==> src/bmo_map.vh <==
// address map constants for the banked memory organization block
// Summary of operation
// RL1 - A 13-bit program counter addresses an 8K by 14-bit program memory.
// RL2 - Reset starts fetching at address 0000h and an interrupt loads address 0004h.
// RL3 - Two bank select bits pick data bank 0 to 3, the high bit being the most significant.
// RL4 - Each bank spans offsets 00h to 7Fh, special function registers low and general purpose registers above.
// RL5 - General purpose registers are static storage holding the last value written.
// RL6 - Frequently used special function registers are mirrored so several banks reach one physical register.
// RL7 - The general purpose register file holds 363 locations of 8 bits.
// RL8 - Every register file location is reachable directly or through the indirect pointer.
// RL9 - A read of an unimplemented data location returns zero.
// RL10 - A direct address is the bank select bits above the 7-bit offset, with mirrors folded to one register.
`ifndef BMO_MAP_VH
`define BMO_MAP_VH
`define BMO_PC_W 13
`define BMO_INSN_W 14
`define BMO_RESET_VEC 13'h0000
`define BMO_INT_VEC 13'h0004
`define BMO_DADDR_W 9
`define BMO_OFS_W 7
`define BMO_GPR_DEPTH 363
`define BMO_GPR_IDX_W 9
`define BMO_IND_OFS 7'h00
`define BMO_PTR_OFS 7'h04
`define BMO_SFR_TOP 7'h1f
`define BMO_COMMON_LO 7'h70
`define BMO_B0_GPR_LO 7'h20
`define BMO_B12_GPR_LO 7'h20
`define BMO_B12_GPR_HI 7'h6f
`define BMO_B2_GPR_LO 7'h15
`define BMO_B2_GPR_HI 7'h1f
`define BMO_B3_GPR_LO 7'h10
`define BMO_B3_GPR_HI 7'h1f
`define BMO_GPR_BASE_B0 9'h000
`define BMO_GPR_BASE_B1 9'h060
`define BMO_GPR_BASE_B2 9'h0b0
`define BMO_GPR_BASE_B2L 9'h100
`define BMO_GPR_BASE_B3 9'h10b
`define BMO_GPR_BASE_B3L 9'h15b
`define BMO_BANK0 2'b00
`define BMO_BANK1 2'b01
`define BMO_BANK2 2'b10
`define BMO_BANK3 2'b11
`define BMO_PC_LOW_OFS 7'h02
`define BMO_FLAGS_OFS 7'h03
`define BMO_PC_HIGH_OFS 7'h0a
`define BMO_INT_CTRL_OFS 7'h0b
`define BMO_PAIR_OFS 7'h01
`define BMO_PAIR_LO 7'h05
`define BMO_PAIR_HI 7'h09
`define BMO_B3_RSV_LO 7'h0d
`define BMO_PTR_RST 8'h00
`define BMO_UNIMPL_DATA 8'h00
`endif

==> src/bmo_data_memory.v <==
// banked data memory map: bank decode, mirrors, general purpose storage, program fetch
`include "bmo_map.vh"
module bmo_data_memory (
	input wire ref_clk,
	input wire reset_n,
	input wire pc_advance,
	input wire pc_load,
	input wire [12:0] pc_load_value,
	input wire int_take,
	output wire [12:0] pc,
	input wire [13:0] prog_rdata,
	output reg [13:0] insn,
	input wire bank_select_low,
	input wire bank_select_high,
	input wire bank_select_ind,
	input wire [6:0] data_offset,
	input wire data_wr,
	input wire data_rd,
	input wire [7:0] data_wdata,
	output reg [7:0] data_rdata,
	output reg [8:0] data_addr,
	output reg sfr_sel,
	output reg [8:0] sfr_addr,
	output reg [7:0] indirect_pointer
);
	reg [7:0] gpr_mem [0:`BMO_GPR_DEPTH-1];
	reg [8:0] raw_addr;
	reg [8:0] eff_addr;
	reg [8:0] gpr_idx;
	reg gpr_hit;
	reg is_sfr;
	reg [8:0] sfr_phys;
	reg use_ind;
	reg ptr_hit;
	reg access;

	bmo_prog_counter u_pc (
		.ref_clk(ref_clk),
		.reset_n(reset_n),
		.pc_advance(pc_advance),
		.pc_load(pc_load),
		.pc_load_value(pc_load_value),
		.int_take(int_take),
		.pc(pc)
	);

	// offsets that every bank shares with bank 0
	function core_mirror;
		input [6:0] o;
		begin
			core_mirror = 1'b0;
			if (o == `BMO_IND_OFS || o == `BMO_PC_LOW_OFS || o == `BMO_FLAGS_OFS) begin
				core_mirror = 1'b1;
			end
			if (o == `BMO_PTR_OFS || o == `BMO_PC_HIGH_OFS || o == `BMO_INT_CTRL_OFS) begin
				core_mirror = 1'b1;
			end
		end
	endfunction

	// offsets that banks 2 and 3 share with banks 0 and 1
	function pair_mirror;
		input [6:0] o;
		begin
			pair_mirror = 1'b0;
			if (o == `BMO_PAIR_OFS) begin
				pair_mirror = 1'b1;
			end
			if (o >= `BMO_PAIR_LO && o <= `BMO_PAIR_HI) begin
				pair_mirror = 1'b1;
			end
		end
	endfunction

	// common area at the top of every bank
	function common_area;
		input [6:0] o;
		begin
			common_area = (o >= `BMO_COMMON_LO);
		end
	endfunction

	// fold mirrored locations onto their one physical address
	function [8:0] mirror_fold;
		input [8:0] a;
		reg [6:0] o;
		begin
			o = a[6:0];
			mirror_fold = a;
			if (core_mirror(o) || common_area(o)) begin
				mirror_fold = {2'b00, o}; // RL6
			end else if (pair_mirror(o) && a[8]) begin
				mirror_fold = {1'b0, a[7], o}; // RL6
			end
		end
	endfunction

	// storage index of offset o in a window that starts at lo, msb marks a hit
	function [9:0] gpr_slot;
		input [8:0] base;
		input [6:0] o;
		input [6:0] lo;
		reg [6:0] rel;
		begin
			rel = o - lo;
			gpr_slot = {1'b1, base + {2'b00, rel}};
		end
	endfunction

	// map an address onto a general purpose storage index
	function [9:0] gpr_map;
		input [8:0] a;
		reg [6:0] o;
		begin
			o = a[6:0];
			gpr_map = 10'h000;
			if (common_area(o)) begin
				gpr_map = gpr_slot(`BMO_GPR_BASE_B0, o, `BMO_B0_GPR_LO); // RL6
			end else begin
				case (a[8:7])
					`BMO_BANK0: begin
						if (o >= `BMO_B0_GPR_LO) begin
							gpr_map = gpr_slot(`BMO_GPR_BASE_B0, o, `BMO_B0_GPR_LO);
						end
					end
					`BMO_BANK1: begin
						if (o >= `BMO_B12_GPR_LO && o <= `BMO_B12_GPR_HI) begin
							gpr_map = gpr_slot(`BMO_GPR_BASE_B1, o, `BMO_B12_GPR_LO);
						end
					end
					`BMO_BANK2: begin
						if (o >= `BMO_B12_GPR_LO && o <= `BMO_B12_GPR_HI) begin
							gpr_map = gpr_slot(`BMO_GPR_BASE_B2, o, `BMO_B12_GPR_LO);
						end else if (o >= `BMO_B2_GPR_LO && o <= `BMO_B2_GPR_HI) begin
							gpr_map = gpr_slot(`BMO_GPR_BASE_B2L, o, `BMO_B2_GPR_LO);
						end
					end
					`BMO_BANK3: begin
						if (o >= `BMO_B12_GPR_LO && o <= `BMO_B12_GPR_HI) begin
							gpr_map = gpr_slot(`BMO_GPR_BASE_B3, o, `BMO_B12_GPR_LO);
						end else if (o >= `BMO_B3_GPR_LO && o <= `BMO_B3_GPR_HI) begin
							gpr_map = gpr_slot(`BMO_GPR_BASE_B3L, o, `BMO_B3_GPR_LO);
						end
					end
					default: begin
						gpr_map = 10'h000;
					end
				endcase
			end
		end
	endfunction

	// implemented special function register slots of each bank
	function sfr_impl;
		input [8:0] a;
		reg [6:0] o;
		begin
			o = a[6:0];
			sfr_impl = (o <= `BMO_SFR_TOP);
			if (a[8:7] == `BMO_BANK2 && o >= `BMO_B2_GPR_LO) begin
				sfr_impl = 1'b0;
			end
			if (a[8:7] == `BMO_BANK3 && o >= `BMO_B3_RSV_LO) begin
				sfr_impl = 1'b0;
			end
			if (o == `BMO_IND_OFS) begin
				sfr_impl = 1'b0;
			end
		end
	endfunction

	// address decode for the access presented this cycle
	always @* begin
		use_ind = (data_offset == `BMO_IND_OFS);
		raw_addr = {bank_select_high, bank_select_low, data_offset}; // RL3 RL10
		if (use_ind) begin
			raw_addr = {bank_select_ind, indirect_pointer}; // RL8
		end
		eff_addr = mirror_fold(raw_addr); // RL10
		{gpr_hit, gpr_idx} = gpr_map(raw_addr); // RL4 RL7
		is_sfr = !gpr_hit && sfr_impl(raw_addr);
		sfr_phys = eff_addr;
		ptr_hit = is_sfr && (sfr_phys == {2'b00, `BMO_PTR_OFS});
		access = data_wr || data_rd;
	end

	// static storage, no reset so contents survive a core reset
	always @(posedge ref_clk) begin
		if (data_wr && gpr_hit) begin
			gpr_mem[gpr_idx] <= data_wdata; // RL5
		end
	end

	// instruction word follows the fetch address by one edge
	always @(posedge ref_clk or negedge reset_n) begin
		if (!reset_n) begin
			insn <= 14'h0000;
		end else begin
			insn <= prog_rdata; // RL1
		end
	end

	// resolved address and special register select for the core
	always @(posedge ref_clk or negedge reset_n) begin
		if (!reset_n) begin
			data_addr <= 9'h000;
			sfr_sel <= 1'b0;
			sfr_addr <= 9'h000;
		end else begin
			data_addr <= eff_addr; // RL10
			sfr_sel <= is_sfr && access;
			sfr_addr <= sfr_phys; // RL6
		end
	end

	// indirect pointer, reachable from any bank
	always @(posedge ref_clk or negedge reset_n) begin
		if (!reset_n) begin
			indirect_pointer <= `BMO_PTR_RST;
		end else if (data_wr && ptr_hit) begin
			indirect_pointer <= data_wdata; // RL8
		end
	end

	// read data holds until the next read
	always @(posedge ref_clk or negedge reset_n) begin
		if (!reset_n) begin
			data_rdata <= 8'h00;
		end else if (data_rd) begin
			if (gpr_hit) begin
				data_rdata <= gpr_mem[gpr_idx]; // RL5
			end else if (ptr_hit) begin
				data_rdata <= indirect_pointer; // RL8
			end else begin
				data_rdata <= `BMO_UNIMPL_DATA; // RL9
			end
		end
	end
endmodule

==> src/bmo_prog_counter.v <==
// program counter with reset and interrupt vectors
`include "bmo_map.vh"
module bmo_prog_counter (
	input wire ref_clk,
	input wire reset_n,
	input wire pc_advance,
	input wire pc_load,
	input wire [`BMO_PC_W-1:0] pc_load_value,
	input wire int_take,
	output reg [`BMO_PC_W-1:0] pc
);
	always @(posedge ref_clk or negedge reset_n) begin
		if (!reset_n) begin
			pc <= `BMO_RESET_VEC; // RL2
		end else if (int_take) begin
			pc <= `BMO_INT_VEC; // RL2
		end else if (pc_load) begin
			pc <= pc_load_value;
		end else if (pc_advance) begin
			pc <= pc + 13'h0001; // RL1
		end
	end
endmodule

==> config.mk <==
export PLATFORM = sky130hd
export DESIGN_NAME = bmo_data_memory
export DESIGN_NICKNAME = d
export VERILOG_FILES = /design/src/bmo_data_memory.v /design/src/bmo_prog_counter.v
export VERILOG_INCLUDE_DIRS = /design/src /design/src/src
export SDC_FILE = /design/constraint.sdc
export NUM_CORES = 2
export LEC_CHECK = 0
export BUFFER_PORTS_ARGS = -buffer_cell sky130_fd_sc_hd__buf_2
export CORE_AREA = 2 2 637 639
export CTS_CLUSTER_DIAMETER = 30
export DETAILED_ROUTE_END_ITERATION = 12
export DIE_AREA = 0 0 639 641
export PLACE_DENSITY = 0.48
export SYNTH_ARGS = -nofsm -noshare
export SYNTH_HDL_FRONTEND = slang
export SYNTH_SLANG_ARGS = --single-unit
==> constraint.sdc <==
create_clock -name ref_clk -period 7.8 [get_ports ref_clk]
set_input_delay 1.17 -clock ref_clk [delete_from_list [all_inputs] [get_ports ref_clk]]
set_output_delay 1.17 -clock ref_clk [all_outputs]
set_load 0.005 [all_outputs]
## Yosys cells after proc, flatten, opt, wreduce, memory -nomap -nowiden

Memory sizes are Yosys's and may differ from the RTL's.
Index checks and enable logic that the tools add are counted.

- Eq/ne operators: 10
- Magnitude comparators: 9
- Muxes and demuxes: 26
- Add/sub/neg operators: 9
- Reduce and logical (&&, ||, !) cells: 23

Operator list:

| cell | number |
|---|---|
| 10-bit two-way mux | 7 |
| 10-bit case mux with 4 select lines | 1 |
| 13-bit two-way mux | 3 |
| 9-bit by 7-bit adder with 9-bit output (first input constant) | 3 |
| 9-bit two-way mux | 3 |
| 8-bit two-way mux | 2 |
| 7-bit by 2-bit == test with 1-bit output (second input constant) | 2 |
| 7-bit by 4-bit == test with 1-bit output (second input constant) | 2 |
| 7-bit by 5-bit greater-or-equal comparator with 1-bit output (second input constant) | 2 |
| 7-bit logical NOT | 2 |
| 7-bit by 5-bit subtractor with 7-bit output (second input constant) | 2 |
| 13-bit by 1-bit adder with 13-bit output (second input constant) | 1 |
| 1-bit logical AND | 12 |
| 1-bit two-way mux | 10 |
| 8-bit by 7-bit adder with 9-bit output (first input constant) | 1 |
| 9-bit by 3-bit == test with 1-bit output (second input constant) | 1 |
| 7-bit by 7-bit adder with 8-bit output (first input constant) | 1 |
| 7-bit by 1-bit == test with 1-bit output (second input constant) | 1 |
| 7-bit by 3-bit == test with 1-bit output (second input constant) | 1 |
| 7-bit by 3-bit greater-or-equal comparator with 1-bit output (second input constant) | 1 |
| 7-bit by 4-bit greater-or-equal comparator with 1-bit output (second input constant) | 1 |
| 7-bit by 6-bit greater-or-equal comparator with 1-bit output (second input constant) | 1 |
| 7-bit greater-or-equal comparator (second input constant) | 1 |
| 7-bit by 4-bit less-or-equal comparator with 1-bit output (second input constant) | 1 |
| 9 further kinds | 15 |

- Output and inout port bits: 62
- RAM bits: 2,904
- Input bits: 52
- Memories kept: 1
- Bits in registers: 53
- Logic and storage cells: 84

Memories:

| name | depth | bits a word | rd ports | clocked after Yosys merged registers in | write ports | line | RTL |
|---|---|---|---|---|---|---|---|
| gpr_mem | 363 | 8 | 1 | 0 | 1 | bmo_data_memory.v:26 | `` reg [7:0] gpr_mem [0:`BMO_GPR_DEPTH-1]; `` |

## Longest topological paths before layout

- Word-level depth: 16
- Depth in mapped cells: 27

## Cells and area by module

From an unflattened synthesis, not the netlist that was laid out.

- Cells, all modules: 8,018
- Area, all modules: 118,376.0 µm²

By module, submodules not included:

| module | seq. area each (µm²) | cells an instance | area each (µm²) | instances |
|---|---|---|---|---|
| bmo_data_memory | 88,204.6 | 7,926 | 117,550.2 | 1 |
| bmo_prog_counter | 325.3 | 92 | 825.8 | 1 |

## Worst setup path after synthesis

Ideal clock, no wire load.

- Kind: input-to-reg
- Start: input port data_offset[3]
- End: memory gpr_mem[110][0] (enable)
- Cell stages on the path: 20
- Data arrival time: 6,128 ps
- Path buffers: 7
- Setup slack: 1,302 ps
- Data required time: 7,430 ps
- Setup time: 370 ps
- Cells stage by stage: or4_1 clkbuf_1 nor2_2 a21oi_1 inv_1 ha_1 inv_1 o41a_4 a21oi_4 o21ai_2 a211o_1 buf_4 buf_4 buf_2 buf_2 buf_2 nor2_1 nand3_1 buf_2 nor2_1

- Longest elaborated chain between the ends: 11

Ends and longest elaborated chain:

| what | line | RTL |
|---|---|---|
| start, declared | bmo_data_memory.v:16 | `input wire [6:0] data_offset,` |
| 7-bit logical NOT (no line) | - |  |
| 9-bit two-way mux * | bmo_data_memory.v:176 | `if (use_ind) begin` |
| parallel branches: the longest is 5 deep, another holds 9-bit by 7-bit adder with 9-bit output | - |  |
| 10-bit two-way mux * | bmo_data_memory.v:117 | `if (common_area(o)) begin` |
| 1-bit logical AND | bmo_data_memory.v:189 | `if (data_wr && gpr_hit) begin` |
| 1-bit two-way mux | bmo_data_memory.v:189 |  |
| 1-bit two-way mux (not written as such) | bmo_data_memory.v:190 | `gpr_mem[gpr_idx] <= data_wdata;` |
| end, declared | bmo_data_memory.v:26 |  |

Mark *: on every way between the ends.

## Final worst setup path

- Start: input port data_offset[3]
- End: register data_rdata[4]

- Longest elaborated chain between the ends: 13

Ends and longest elaborated chain:

| what | line | RTL |
|---|---|---|
| 7-bit logical NOT (no line) | - |  |
| 9-bit two-way mux * | bmo_data_memory.v:176 |  |
| 7-bit by 2-bit == test with 1-bit output (no line) or 7-bit logical NOT (tied branches) | - |  |
| 1-bit logical OR (no line) (2 in series) | - |  |
| 1-bit two-way mux | bmo_data_memory.v:52 | `` if (o == `BMO_IND_OFS \|\| o == `BMO_PC_LOW_OFS \|\| o == `BMO_FLAGS_OFS) begin `` |
| 1-bit two-way mux | bmo_data_memory.v:55 | `` if (o == `BMO_PTR_OFS \|\| o == `BMO_PC_HIGH_OFS \|\| o == `BMO_INT_CTRL_OFS) begin `` |
| 1-bit logical OR | bmo_data_memory.v:90 | `if (core_mirror(o) \|\| common_area(o)) begin` |
| 9-bit two-way mux * | bmo_data_memory.v:90 |  |
| net eff_addr[0] | bmo_data_memory.v:28 | `reg [8:0] eff_addr;` |
| 9-bit by 3-bit == test with 1-bit output * | bmo_data_memory.v:183 | `` ptr_hit = is_sfr && (sfr_phys == {2'b00, `BMO_PTR_OFS}); `` |
| 1-bit logical AND * | bmo_data_memory.v:183 |  |
| 8-bit two-way mux * | bmo_data_memory.v:232 | `end else if (ptr_hit) begin` |
| 8-bit two-way mux * | bmo_data_memory.v:230 | `if (gpr_hit) begin` |
| end signal, assigned | bmo_data_memory.v:231 | `data_rdata <= gpr_mem[gpr_idx];` |
| end signal, assigned | bmo_data_memory.v:233 | `data_rdata <= indirect_pointer;` |
| end signal, assigned | bmo_data_memory.v:235 | `` data_rdata <= `BMO_UNIMPL_DATA; `` |
| end, declared | bmo_data_memory.v:20 | `output reg [7:0] data_rdata,` |

Mark *: on every way through the listed nets, which the timed path passes. The rest lies on a longest branch. The select of a mux whose other input is x is not followed.
A chain may end at the register's enable or synchronous reset.

==> metrics <==
Power Density roughly 320 nW/um^2; Top FF cell, synth edfxtp_1; die width 639 um; initial drt markers ~10000; GR Overflow Total 0; Clock Path Buffers 4; critical path type in -> reg; CTS root buf clkbuf_16; most common cell after layout, fill and taps aside edfxtp_1; clk_skew around 0.073 ns; HP Start prog_rdata[9]; cell area after synthesis roughly 120000 sq um; simple-gate share of the synthesized area between 15 and 20%; num ports 114; final count of hold timing violations 0; Mapped Nets between 9000 and 10000; most frequent cells in the layout 2904 x edfxtp_1, 2630 x nand2_1, 1308 x nand3_1; routed vias 84991; initial antenna violation count 22; routability cong. ~0.91; initial core utilization 29.92%; post-route minimum period slightly above 7 ns; Peak Freq around 0.14 GHz; share of cells above drive strength 1 approximately 18%; Layout Cells excl Fill around 16000; number of flops mapped to enable cells by yosys 2904; worst reg2reg startpoint indirect_pointer[1]; gr usage total 21.35%; Util after Layout between 30% and 40%; Rows about 230; Max Cap Viol 1; total power ~0.049 W; final WL ~450000 um; share of the synthesized area in the top cell type 72.49%; post-synthesis mux area share 1.407%; cell depth of the worst flop-to-flop path 19; Final ANT Viol Nets 0; CTS buffer count between 600 and 700; compound-gate portion of the synthesized area 4.939%; Synth area leader edfxtp_1; Area Growth Syn to Fin 27.12%; Ys Warns 0; Slew headroom -2.452%; CP Capture Type flip-flop; CTS clk-pin slew, worst paths around 0.05 ns; Critical Path AT 8.01 ns; RSZ-0062 raised after global routing false; drt pass-1 iters 6; pin count of the biggest net entering global routing ~170; worst-skew pair later-pin latency approximately 1.1 ns; Placed Cells approximately 15000; synthesized area per cell 12.79 sq um; Mapped Cells roughly 9400; Yosys reg bits just under 3000; Async SR Flop Fraction between 1.5 and 2%; Fillers around 38000; Setup crit start kind input port; WHS Path Cells 1; Setup Fix Bufs, Post-CTS 0; Cell variety after synth just under 90; TritonCTS clock tree done; fin crit share about nine tenths; DRC Markers 0; area of the multi-input gates 28570 sq um; vias per cell between 5 and 6; sequential cell area fraction in the yosys report about three quarters; Leak 53.84 nW; NumNets Final ~10000; hold-fix buffers at CTS 0; vias in the first global route around 82000; Finish-stage setup viols 0; Die Ht ~640 um; Die ar. 409600 sq um; DR WL/cell 27.94 um; clk sinks approximately 3000; maximum vdd ir drop 218.5 uV; Core Area just over 400000 sq um; Area contributors post-synth edfxtp_1 72%, nand2_1 8.2%, nand3_1 5.5%; post-CTS sizing 0; input/output buffers approximately 110; CP required ~8.8 ns; XOR/XNOR share of the synthesized area 0.1383%; critical path startpoint data_offset[3]; adder-cell share of the synthesized area 0.1768%; Worst-Margin Slew approximately 1.5 ns; combinational family with the most area after synthesis simple AND/OR/NAND/NOR gates; CP max FO 16; first-pass GRT wire length 632200 um; failing checks capacitance limit, slew limit; hpwl dp between 200000 and 300000 um; max-slew violation count 23; H-Tree Depth 6; status finished with violations; Storage cell area around 90000 sq um; HP Class in -> reg
[worst paths after layout]
check | to | slack, ns
setup / recovery | data_rdata[4] | 0.75
hold / removal | insn[9] | 0.24
setup reg to reg | data_rdata[5] | 0.97
hold reg to reg | data_rdata[5] | 0.55
max in group asynchronous | u_pc.pc[10] | 6.89
min in group asynchronous | sfr_addr[7] | 0.34
[area by class of cell]
| cell class | count | area share [%] |
|---|---|---|
| diodes | 15 | 0.02455 |
| clock buffers | 697 | 10.33 |
| clock inverters | 424 | 3.323 |
| inverters | 31 | 0.07609 |
| multi-input cells | 5762 | 18.69 |
| flip-flops and latches | 2957 | 57.89 |
| well taps | 5287 | 4.326 |
| repair buffers | 938 | 5.340 |
[power breakdown]
part	total, W	internal (W)	switching (W)
logic	0.00572	0.00155	0.00417
clock network	0.0261	0.0171	0.00891
registers	0.0176	0.0176	0.0000615
[metrics by stage]
step                      setup WS (ns)  setup TNS [ns]  instance area [sq um]  hold slack, ns
after floorplan                   1.302               0                 120300          0.4920
after global placement          -0.3060         -0.6850                 132000          0.5405
after detailed placement        -0.1397         -0.3065                 132000          0.5376
after CTS                        0.9249               0                 152900          0.1850
after global routing             0.6882               0                 152900          0.2057
final                            0.7540               0                 152900          0.2412
[Yosys cell counts, drive strengths merged (38+ instances only)]
master  number
nand2     2638
a211oi      38
edfxtp    2904
buf        519
nor2       419
o21ai       53
and3       130
nor3        60
nand3     1326
a311oi     146
a31oi      158
o22ai       51
clkbuf     139
a21oi      191
mux2i      159
nand4       51
dfrtp       53
[layer usage]
metal  routed length [um]  vias up  track usage, %
li1                     -    36639               -
met1               187800    43179           29.20
met2               203600     4323           33.37
met3                40480      846           4.328
met4                18230        4           8.074
met5                   23        -               0
[flip-flops by register name, summed over array words and instances, names as in the netlist]
| name | count |
|---|---|
| sfr_addr | 9 |
| data_rdata | 8 |
| insn | 14 |
| u_pc.pc | 13 |
| sfr_sel | 1 |
| indirect_pointer | 8 |
| gpr_mem | 2904 |
[critical path: stages]
cell and delay, ns:
buf_2 0.20, or4_1 0.68, nor2_2 0.20, a21oi_1 0.13, inv_1 0.24, ha_1 0.22, o21ai_0 0.15, o41a_4 0.46
a21o_1 0.31, or4_1 0.61, o211a_4 0.31, nor2_4 0.86, buf_4 0.29, nand3_1 0.11, a31oi_1 0.58, a2111oi_1 0.11
buf_4 0.21, a211oi_1 0.68, buf_4 0.23, nor3_1 0.04, a21oi_1 0.16
[cells by family after synthesis]
logic type      after synthesis
buf+inv                     689
mux                         168
simple gates               4718
xor+xnor                     19
fa+ha+maj                    17
compound gates              840
flops                      2957
Power figures use the tool's default switching activity.
